==> config.mk <==
export PLATFORM = sky130hd
export DESIGN_NAME = phy_basic_control_register
export DESIGN_NICKNAME = d
export VERILOG_FILES = /design/src/phy_ctrl_pkg.sv /design/src/phy_basic_control_register.sv /design/src/edge_pair.sv /design/src/soft_reset_seq.sv
export SDC_FILE = /design/constraint.sdc
export NUM_CORES = 1
export LEC_CHECK = 0
export BUFFER_PORTS_ARGS = -buffer_cell sky130_fd_sc_hd__buf_2
export CORE_UTILIZATION = 35
export DETAILED_ROUTE_END_ITERATION = 10
export GPL_ROUTABILITY_DRIVEN = 0
export PLACE_DENSITY = 0.65
export SYNTH_ARGS = -nofsm -noshare
export SYNTH_HDL_FRONTEND = slang
export SYNTH_SLANG_ARGS = --single-unit
==> constraint.sdc <==
create_clock -name clk_sys -period 1.85 [get_ports clk_sys]
set_input_delay 0.37 -clock clk_sys [delete_from_list [all_inputs] [get_ports clk_sys]]
set_output_delay 0.37 -clock clk_sys [all_outputs]
set_load 0.02 [all_outputs]
==> src/phy_ctrl_pkg.sv <==
// constants and types shared by the phy basic control register block
package phy_ctrl_pkg;

  // register location on the management port
  localparam logic [4:0] CTRL_REG_ADDR = 5'h00;

  // field positions inside the 16-bit control word
  localparam int BIT_SOFT_RESET = 15;
  localparam int BIT_LOOPBACK   = 14;
  localparam int BIT_SPEED_LSB  = 13;
  localparam int BIT_ANEG_EN    = 12;
  localparam int BIT_POWER_DOWN = 11;
  localparam int BIT_ISOLATE    = 10;

  // hardware reset values
  localparam logic SOFT_RESET_RST = 1'b0;
  localparam logic LOOPBACK_RST   = 1'b0;
  localparam logic SPEED_LSB_RST  = 1'b0;
  localparam logic ANEG_EN_RST    = 1'b1;
  localparam logic ISOLATE_VAL    = 1'b0;

  // forced speed codes, {msb, lsb}
  localparam logic [1:0] SPEED_10   = 2'h0;
  localparam logic [1:0] SPEED_100  = 2'h1;
  localparam logic [1:0] SPEED_1000 = 2'h2;
  localparam logic [1:0] SPEED_RSVD = 2'h3;

  // timing
  localparam int CLK_PERIOD_NS       = 50;
  localparam int SOFT_RESET_TIME_NS  = 500;
  typedef logic [3:0] rst_cnt_t;
  localparam rst_cnt_t SOFT_RESET_CNT =
    rst_cnt_t'((SOFT_RESET_TIME_NS + CLK_PERIOD_NS - 1) / CLK_PERIOD_NS);

  // external strap inputs watched for edges
  localparam int EDGE_W    = 2;
  localparam int EDGE_PD   = 0;
  localparam int EDGE_ANEG = 1;

endpackage

==> src/phy_basic_control_register.sv <==
// phy basic control register, bits 15:10, with deferred speed/aneg commit
// Notes on behaviour
// - bit 15 resets phy, self-clears when done
// - bit 14 loops transmit data to receive
// - loopback holds the line link down
// - loopback rate from loopback speed field
// - forced speed code is bit6 msb, bit13 lsb
// - speed/aneg writes wait for reset, restart, wake
// - aneg enable is one after hardware reset
// - forced 1000 still negotiates, 1000BASE-T only
// - power down is bit 11 or copper bit
// - leaving power down resets and restarts aneg
// - gmii kept alive in power down if chosen
// - bit 11 loads pin at hardware reset only
// - pin edges set or clear bit 11
// - bit 10 reads zero, writes ignored
// - aneg restarts after every hardware/software reset
`timescale 1ns/1ps
module phy_basic_control_register
  import phy_ctrl_pkg::*;
(
  input  wire logic        clk_sys,
  input  wire logic        sys_rst,
  input  wire logic [4:0]  mgmt_addr,
  input  wire logic        mgmt_wr_en,
  input  wire logic        mgmt_rd_en,
  input  wire logic [15:0] mgmt_wdata,
  output logic      [15:0] mgmt_rdata,
  output logic             mgmt_rd_valid,
  input  wire logic        speed_msb_in,
  input  wire logic        duplex_in,
  input  wire logic        autoneg_restart_req,
  input  wire logic        copper_pd_in,
  input  wire logic        gmii_keep_in,
  input  wire logic [2:0]  loopback_speed_in,
  input  wire logic        ext_power_down_input,
  input  wire logic        ext_autoneg_restart_input,
  output logic             phy_sm_reset,
  output logic             autoneg_restart,
  output logic             loopback_en,
  output logic             link_force_down,
  output logic      [2:0]  rate_code,
  output logic      [1:0]  speed_code,
  output logic             autoneg_enable,
  output logic             adv_1000_only,
  output logic             adv_1000_full,
  output logic             power_down,
  output logic             gmii_shutdown
);
  import phy_ctrl_pkg::*;

  typedef struct packed {
    logic        loopback;
    logic        lsb_pend;
    logic        aneg_pend;
    logic        lsb_act;
    logic        aneg_act;
    logic        pd_bit;
    logic        pd_prev;
    logic        post_hw;
    logic [15:0] rdata;
    logic        rd_valid;
    logic        reset_out;
    logic        restart_out;
    logic        loop_out;
    logic        link_down_out;
    logic [2:0]  rate_out;
    logic [1:0]  speed_out;
    logic        aneg_out;
    logic        adv_only_out;
    logic        adv_full_out;
    logic        pd_out;
    logic        gmii_off_out;
  } ctrl_s;

  ctrl_s ctrl_reg;
  ctrl_s ctrl_next;

  logic [EDGE_W-1:0] pin_level;
  logic [EDGE_W-1:0] pin_rise;
  logic [EDGE_W-1:0] pin_fall;
  logic              seq_busy;
  logic              seq_done;
  logic              sw_start;
  logic              commit;
  logic              pd_now;
  logic              pd_exit;
  logic              ctrl_wr;
  logic              forced_1000;

  assign pin_level[EDGE_PD]   = ext_power_down_input;
  assign pin_level[EDGE_ANEG] = ext_autoneg_restart_input;

  edge_pair u_edges (
    .clk_sys (clk_sys),
    .sys_rst (sys_rst),
    .level   (pin_level),
    .rise    (pin_rise),
    .fall    (pin_fall)
  );

  soft_reset_seq u_seq (
    .clk_sys (clk_sys),
    .sys_rst (sys_rst),
    .start   (sw_start),
    .busy    (seq_busy),
    .done    (seq_done)
  );

  assign ctrl_wr = mgmt_wr_en & (mgmt_addr == CTRL_REG_ADDR);
  assign pd_now  = ctrl_reg.pd_bit | copper_pd_in;
  // only a fall of the combined level counts as leaving power down
  assign pd_exit = ~sys_rst & ctrl_reg.pd_prev & ~pd_now;
  assign sw_start = ~sys_rst & ((ctrl_wr & mgmt_wdata[BIT_SOFT_RESET]) | pd_exit);
  // any of the three events moves pending speed/aneg into use
  assign commit = sw_start | autoneg_restart_req | pin_rise[EDGE_ANEG];

  always_comb begin
    ctrl_next             = ctrl_reg;
    ctrl_next.rd_valid    = 1'b0;
    ctrl_next.restart_out = 1'b0;
    forced_1000           = 1'b0;
    if (sys_rst) begin
      ctrl_next.loopback  = LOOPBACK_RST;
      ctrl_next.lsb_pend  = SPEED_LSB_RST;
      ctrl_next.aneg_pend = ANEG_EN_RST;
      ctrl_next.lsb_act   = SPEED_LSB_RST;
      ctrl_next.aneg_act  = ANEG_EN_RST;
      // sampled under the synchronous reset, so a live level is allowed
      ctrl_next.pd_bit    = ext_power_down_input;
      ctrl_next.pd_prev   = ext_power_down_input | copper_pd_in;
      ctrl_next.post_hw   = 1'b1;
      ctrl_next.rdata     = '0;
    end else begin
      ctrl_next.post_hw = 1'b0;
      if (ctrl_wr) begin
        ctrl_next.loopback  = mgmt_wdata[BIT_LOOPBACK];
        ctrl_next.lsb_pend  = mgmt_wdata[BIT_SPEED_LSB];
        ctrl_next.aneg_pend = mgmt_wdata[BIT_ANEG_EN];
        ctrl_next.pd_bit    = mgmt_wdata[BIT_POWER_DOWN];
      end
      // pin edges win over a write in the same cycle
      if (pin_rise[EDGE_PD]) begin
        ctrl_next.pd_bit = 1'b1;
      end else if (pin_fall[EDGE_PD]) begin
        ctrl_next.pd_bit = 1'b0;
      end
      if (commit) begin
        ctrl_next.lsb_act  = ctrl_next.lsb_pend;
        ctrl_next.aneg_act = ctrl_next.aneg_pend;
      end
      // software reset clears loopback but keeps bit 11
      if (sw_start) begin
        ctrl_next.loopback = LOOPBACK_RST;
      end
      ctrl_next.pd_prev     = pd_now;
      ctrl_next.restart_out = ctrl_reg.post_hw | seq_done | commit;
      if (mgmt_rd_en) begin
        ctrl_next.rd_valid = 1'b1;
        ctrl_next.rdata    = '0;
        if (mgmt_addr == CTRL_REG_ADDR) begin
          ctrl_next.rdata[BIT_SOFT_RESET] = seq_busy;
          ctrl_next.rdata[BIT_LOOPBACK]   = ctrl_reg.loopback;
          ctrl_next.rdata[BIT_SPEED_LSB]  = ctrl_reg.lsb_pend;
          ctrl_next.rdata[BIT_ANEG_EN]    = ctrl_reg.aneg_pend;
          ctrl_next.rdata[BIT_POWER_DOWN] = ctrl_reg.pd_bit;
          ctrl_next.rdata[BIT_ISOLATE]    = ISOLATE_VAL;
        end
      end
    end
    ctrl_next.reset_out     = sw_start | seq_busy;
    ctrl_next.loop_out      = ctrl_next.loopback;
    ctrl_next.link_down_out = ctrl_next.loopback;
    ctrl_next.speed_out     = {speed_msb_in, ctrl_next.lsb_act};
    // loopback ignores the normal speed code
    ctrl_next.rate_out      = ctrl_next.loopback ? loopback_speed_in
                                                 : {1'b0, ctrl_next.speed_out};
    forced_1000             = ~ctrl_next.aneg_act & (ctrl_next.speed_out == SPEED_1000);
    ctrl_next.aneg_out      = ctrl_next.aneg_act | forced_1000;
    ctrl_next.adv_only_out  = forced_1000;
    ctrl_next.adv_full_out  = forced_1000 & duplex_in;
    ctrl_next.pd_out        = ctrl_next.pd_bit | copper_pd_in;
    ctrl_next.gmii_off_out  = ctrl_next.pd_out & ~gmii_keep_in;
  end

  always_ff @(posedge clk_sys) begin
    ctrl_reg <= ctrl_next;
  end

  assign mgmt_rdata      = ctrl_reg.rdata;
  assign mgmt_rd_valid   = ctrl_reg.rd_valid;
  assign phy_sm_reset    = ctrl_reg.reset_out;
  assign autoneg_restart = ctrl_reg.restart_out;
  assign loopback_en     = ctrl_reg.loop_out;
  assign link_force_down = ctrl_reg.link_down_out;
  assign rate_code       = ctrl_reg.rate_out;
  assign speed_code      = ctrl_reg.speed_out;
  assign autoneg_enable  = ctrl_reg.aneg_out;
  assign adv_1000_only   = ctrl_reg.adv_only_out;
  assign adv_1000_full   = ctrl_reg.adv_full_out;
  assign power_down      = ctrl_reg.pd_out;
  assign gmii_shutdown   = ctrl_reg.gmii_off_out;
endmodule // phy_basic_control_register

==> src/edge_pair.sv <==
// rise and fall detector for the external control inputs
`timescale 1ns/1ps
module edge_pair
  import phy_ctrl_pkg::*;
(
  input  wire logic                            clk_sys,
  input  wire logic                            sys_rst,
  input  wire logic [phy_ctrl_pkg::EDGE_W-1:0] level,
  output logic      [phy_ctrl_pkg::EDGE_W-1:0] rise,
  output logic      [phy_ctrl_pkg::EDGE_W-1:0] fall
);

  typedef struct packed {
    logic [EDGE_W-1:0] prev;
  } edge_s;

  edge_s edge_reg;
  edge_s edge_next;

  // prev loads the live level in reset so release gives no false edge
  always_comb begin
    edge_next      = edge_reg;
    edge_next.prev = level;
  end

  always_ff @(posedge clk_sys) begin
    edge_reg <= edge_next;
  end

  for (genvar i = 0; i < EDGE_W; i++) begin : g_edge
    assign rise[i] = ~sys_rst & level[i] & ~edge_reg.prev[i];
    assign fall[i] = ~sys_rst & ~level[i] & edge_reg.prev[i];
  end

endmodule // edge_pair

==> src/soft_reset_seq.sv <==
// timed software reset sequencer for the phy state machines
`timescale 1ns/1ps
module soft_reset_seq
  import phy_ctrl_pkg::*;
(
  input  wire logic clk_sys,
  input  wire logic sys_rst,
  input  wire logic start,
  output logic      busy,
  output logic      done
);

  typedef struct packed {
    logic     busy;
    rst_cnt_t cnt;
    logic     done;
  } seq_s;

  seq_s seq_reg;
  seq_s seq_next;

  always_comb begin
    seq_next      = seq_reg;
    seq_next.done = 1'b0;
    if (sys_rst) begin
      seq_next = '0;
    end else if (start) begin
      // a new request restarts the full interval
      seq_next.busy = 1'b1;
      seq_next.cnt  = SOFT_RESET_CNT;
    end else if (seq_reg.busy) begin
      if (seq_reg.cnt == rst_cnt_t'(1)) begin
        seq_next.busy = 1'b0;
        seq_next.cnt  = '0;
        seq_next.done = 1'b1;
      end else begin
        seq_next.cnt = seq_reg.cnt - rst_cnt_t'(1);
      end
    end
  end

  always_ff @(posedge clk_sys) begin
    seq_reg <= seq_next;
  end

  assign busy = seq_reg.busy;
  assign done = seq_reg.done;

endmodule // soft_reset_seq

==> metrics.cfg, run 1 <==
[sta]
rsz0062_at_grt = no
setup_viol = 0
skew_ns = 0.00431
max_freq_ghz = 0.572
slew_viol_final = 0
fin_crit_sh_pct = 94.5
hold_viol = 0
period_needed_ns = 1.75

[layout]
largest_reg_flops = 6
final_nets = 229
diodes = 0
layout-drive-gt1-share_pct = 35.2
fill_cells = 395
areaGrowthSynthToFinish_pct = 19.6
finalNonFillerCells = 241
fin_util_pct = 45.2

[floorplanning]
die_h_um = 65.8
start_util_pct = 37.8
io_pins = 66
die_w_um = 65.8
core_um2 = 3770
die-area_um2 = 4330
rows = 22

[worst_setup_path]
endpoint_kind = flip-flop
crit_required_ns = 2.01
worstRegToRegCells = 6
critical_path.max_fanout = 4
worst-setup-path-type = reg -> reg
cp-start-kind = flip-flop
worst_ep_arrival_time_ns = 1.91

[synthesis]
synth_area_leaders = dfxtp_1 46%, buf_4 12%, a21oi_1 4.6%
avgSynthCellArea_um2 = 9.56
mappedNetlistArea_um2 = 1420
ys_async_sr_fraction_pct = 0
ys_seq_elements = 33
yosysWarnings = 0
synthFlopType = dfxtp_1
yosys.area.top_type_share_pct = 46.4
synth.distinct_cells = 40
synth_top_area_cell = dfxtp_1
yosysSeqAreaShare_pct = 46.4
synthMostInstantiatedCell = dfxtp_1
syn_inst = 149
yosys-top-cells-count = 33 x dfxtp_1, 22 x buf_4, 13 x a21oi_1
synth-edff-count = 0

[routing]
wire_per_inst_um = 11.4
dr_total_vias = 1090
drtPass1Iterations = 4
vias_per_cell = 4.52
drtIter0Drc = 26
antenna_left = 0
wl_um = 2740
route.detailed.drc = 0

[global_route]
track_usage_pct = 13.7
met1_usage_pct = 17.0
grt-ovfl-total = 0
met3_usage_pct = 5.52
grt_pass1_wl_um = 4320
grt.busiest_layer = met2
use_met2_pct = 20.0
grt_pass1_vias = 983
grt_max_degree = 14
antenna_found_initial = 0

[clocking]
cts_inserted_buffers = 5
clock_sinks = 33
cts_tree = built
cts_buffer_depth = 2
clockRootBuffer = clkbuf_8
clkTransAtPathRegs_ns = 0.07
insertion_delay_ns = 0.29
cts_max_level = 2
hold_buffers = 0

[min_path]
worstHoldPathCells = 1
hold_path_class = in -> reg

[power]
total_leakage_power_nw = 0.829
vdd_drop_max_mv = 0.469
powerDensity_nw_per_um2 = 861
power_w = 0.00147

[outcome]
status = finished, final reports clean

[placed_design]
hpwlAfterDp_um = 2080
place_inst = 233
portBuffers = 43

[run]
maxCapViolations = 0

==> layer usage <==
metal	part of all wire, %	vias up
met2	45	33
met1	47	492
li1	-	561
met5	0	-
met4	1.4	0
met3	6.7	4
==> through the flow <==
step | setup WS (ns) | cell area, um^2 | TNS, ns | hold slack [ns]
global placement | 0.0122 | 1620 | 0 | 0.475
detailed placement | -0.00871 | 1620 | -0.0162 | 0.493
finish | 0.101 | 1700 | 0 | 0.212
floorplan | 0.0739 | 1460 | 0 | 0.398
global route | 0.00155 | 1700 | 0 | 0.212
CTS | 0.0508 | 1700 | 0 | 0.200
==> worst max-delay path: stages (launching register included) <==
cell	delay, ns
dfxtp_2	0.36
nor3b_1	0.06
buf_4	0.15
a31o_2	0.24
or4_1	0.53
o22ai_1	0.17
o211ai_1	0.12
==> final cells by class <==
class	count	area (um^2)	area share, %
multi-input cells	93	593	34.8
flip-flops and latches	33	662	38.9
clock buffers	6	72.6	4.26
repair buffers	51	275	16.2
well taps	48	60.1	3.53
inverters	8	30.0	1.76
clock inverters	2	10.0	0.588
==> path summary, 6_finish.rpt <==
path	start	endpoint	slack, ns
hold / removal	ext_autoneg_restart_input	u_edges.edge_reg[1]	0.21
setup / recovery	ctrl_reg[33]	autoneg_enable	0.10
hold reg to reg	ctrl_reg[36]	mgmt_rdata[12]	0.51
setup reg to reg	ctrl_reg[33]	autoneg_enable	0.10
==> power by group <==
group / total [W] / internal (W) / switching (W)
clock network: 0.000514 / 0.000260 / 0.000254
registers: 0.000762 / 0.000744 / 0.0000187
logic: 0.000189 / 0.0000771 / 0.000112
==> cell usage in the layout (no fill, tap or decap), drive strengths merged, types with 2 or more instances in the layout <==
master and instances:
nor3b 2, mux2i 2, o21ai 2, nor2b 8, dfxtp 33, nor2 10
clkinv 2, a31oi 3, mux2 2, a21oi 13, buf 51, conb 11
nand3 3, nor3 5, nand2b 2, inv 8, o211ai 2, and2 2
ha 2, clkbuf 6, nand2 5, a21o 2
==> what timing repair did <==
action / CTS / global route
buffers inserted: 0 / 0
resized for setup: 0 / 1
endpoints found under the setup margin: 0 / 2
==> cell families (layout without fill, tap and decap cells) <==
kind of cell,Yosys count,in the layout,synth area share (%)
and+or+nand+nor,45,45,19.2
DFF,33,33,46.4
buffers and inverters,33,67,14.6
AOI/OAI and AO/OA,31,31,14.8
muxes,4,4,2.99
adders and majority gates,2,2,1.76
other,1,11,0.263
Power figures use the tool's default switching activity.
==> run 2, diff against run 1 <==
--- a/config.mk
+++ b/config.mk
@@ -9,7 +9,7 @@
 export CORE_UTILIZATION = 35
 export DETAILED_ROUTE_END_ITERATION = 10
 export GPL_ROUTABILITY_DRIVEN = 0
-export PLACE_DENSITY = 0.65
+export PLACE_DENSITY = 0.72
 export SYNTH_ARGS = -nofsm -noshare
 export SYNTH_HDL_FRONTEND = slang
 export SYNTH_SLANG_ARGS = --single-unit
==> metrics.cfg, run 2 (same netlist as run 1, synthesis figures left out) <==
[layout]
diodes = 0
largest_reg_flops = 6
final_nets = 229
final_common_cell = buf_2
areaGrowthSynthToFinish_pct = 19.8
finalNonFillerCells = 240
mostFrequentLayoutCells = 43 x buf_2, 33 x dfxtp_1, 13 x a21oi_1
layout-drive-gt1-share_pct = 34.4
fill_cells = 380
fin_util_pct = 45.2

[worst_setup_path]
endpoint_kind = flip-flop
worst-setup-path-type = in -> reg
worstRegToRegCells = 5
cp-start-kind = primary input
worst_ep_arrival_time_ns = 1.79
crit_required_ns = 2.02
critical_path.max_fanout = 6

[sta]
max_freq_ghz = 0.617
setup_slack_ns = 0.228
period_needed_ns = 1.62
rsz0062_at_grt = no
skew_ns = 0.00212
slew_viol_final = 0
fin_crit_sh_pct = 87.7
setup_viol = 0
fin_hold_ws_ns = 0.223
hold_viol = 0

[run]
maxCapViolations = 0

[floorplanning]
core_um2 = 3770
die_w_um = 65.8
rows = 22
die-area_um2 = 4330
start_util_pct = 37.8
die_h_um = 65.8
io_pins = 66

[clocking]
postCtsSetupRepairBufs = 0
insertion_delay_ns = 0.28
cts_inserted_buffers = 5
cts_buffer_depth = 2
ctsResizeCount = 0
clkTransAtPathRegs_ns = 0.06
hold_buffers = 0
cts_max_level = 2
clockRootBuffer = clkbuf_8
cts_tree = built
clock_sinks = 33

[min_path]
hold_path_class = in -> reg
worstHoldPathCells = 1

[routing]
wire_per_inst_um = 10.7
route.detailed.drc = 0
wl_um = 2560
vias_per_cell = 4.39
drtPass1Iterations = 4
dr_total_vias = 1053
antenna_left = 0
drtIter0Drc = 31

[global_route]
grt_pass1_wl_um = 4280
grt_max_degree = 19
antenna_found_initial = 0
grt_pass1_vias = 941
track_usage_pct = 13.4
grt-ovfl-total = 0

[power]
powerDensity_nw_per_um2 = 867
vdd_drop_max_mv = 0.371
power_w = 0.00148
total_leakage_power_nw = 0.828

[placed_design]
place_inst = 233
hpwlAfterDp_um = 1940
portBuffers = 43
place_ws_ns = -0.0797

[outcome]
status = finished, final reports clean

run 2: changes by cell type in the layout (fill, tap and decap cells not counted):
cell      change
clkbuf_8      +1
clkinv_2      -2
dfxtp_1       +1
dfxtp_2       -1
run 2: cell type report:
cell class | count | area, um^2 | area share [%]
multi-input combinational | 93 | 593 | 34.8
timing repair buffer | 51 | 275 | 16.1
tap | 48 | 60.1 | 3.52
sequential | 33 | 661 | 38.7
clock buffer | 7 | 86.3 | 5.06
inverter | 8 | 30.0 | 1.76
run 2: report_power, final:
| group | internal (W) | leakage (nW) | switching (W) |
|---|---|---|---|
| combinational | 0.0000775 | 0.512 | 0.000112 |
| sequential | 0.000744 | 0.271 | 0.0000186 |
| clock | 0.000294 | 0.0443 | 0.000233 |
run 2: per-stage QoR:
stage               cell area (um^2)  TNS [ns]
CTS                             1710         0
global placement                1620    -0.111
floorplan                       1460         0
detailed placement              1620    -0.157
global route                    1710         0
finish                          1710         0
run 2: worst paths after layout:
kind	start	endpoint	slack (ns)
hold reg to reg	ctrl_reg[36]	mgmt_rdata[12]	0.51
hold / removal	ext_autoneg_restart_input	u_edges.edge_reg[1]	0.22
setup reg to reg	ctrl_reg[33]	autoneg_enable	0.23
setup / recovery	mgmt_addr[4]	rate_code[0]	0.23
run 2: metal layers:
metal  part of all wire (%)  up-vias  wire, um  GRT usage [%]
met1                     50      454      1270           17.0
met5                      0        -         0              0
met4                    2.0        0        51           6.52
li1                       -      558         -              -
met3                    6.7        5       172           5.69
met2                     42       36      1060           19.3
run 2: critical path, cell delays in order:
cell and delay, ns:
buf_2 0.10, nor2b_1 0.33, and2_4 0.24, nand3b_4 0.08, a211oi_4 0.31, mux2_2 0.36
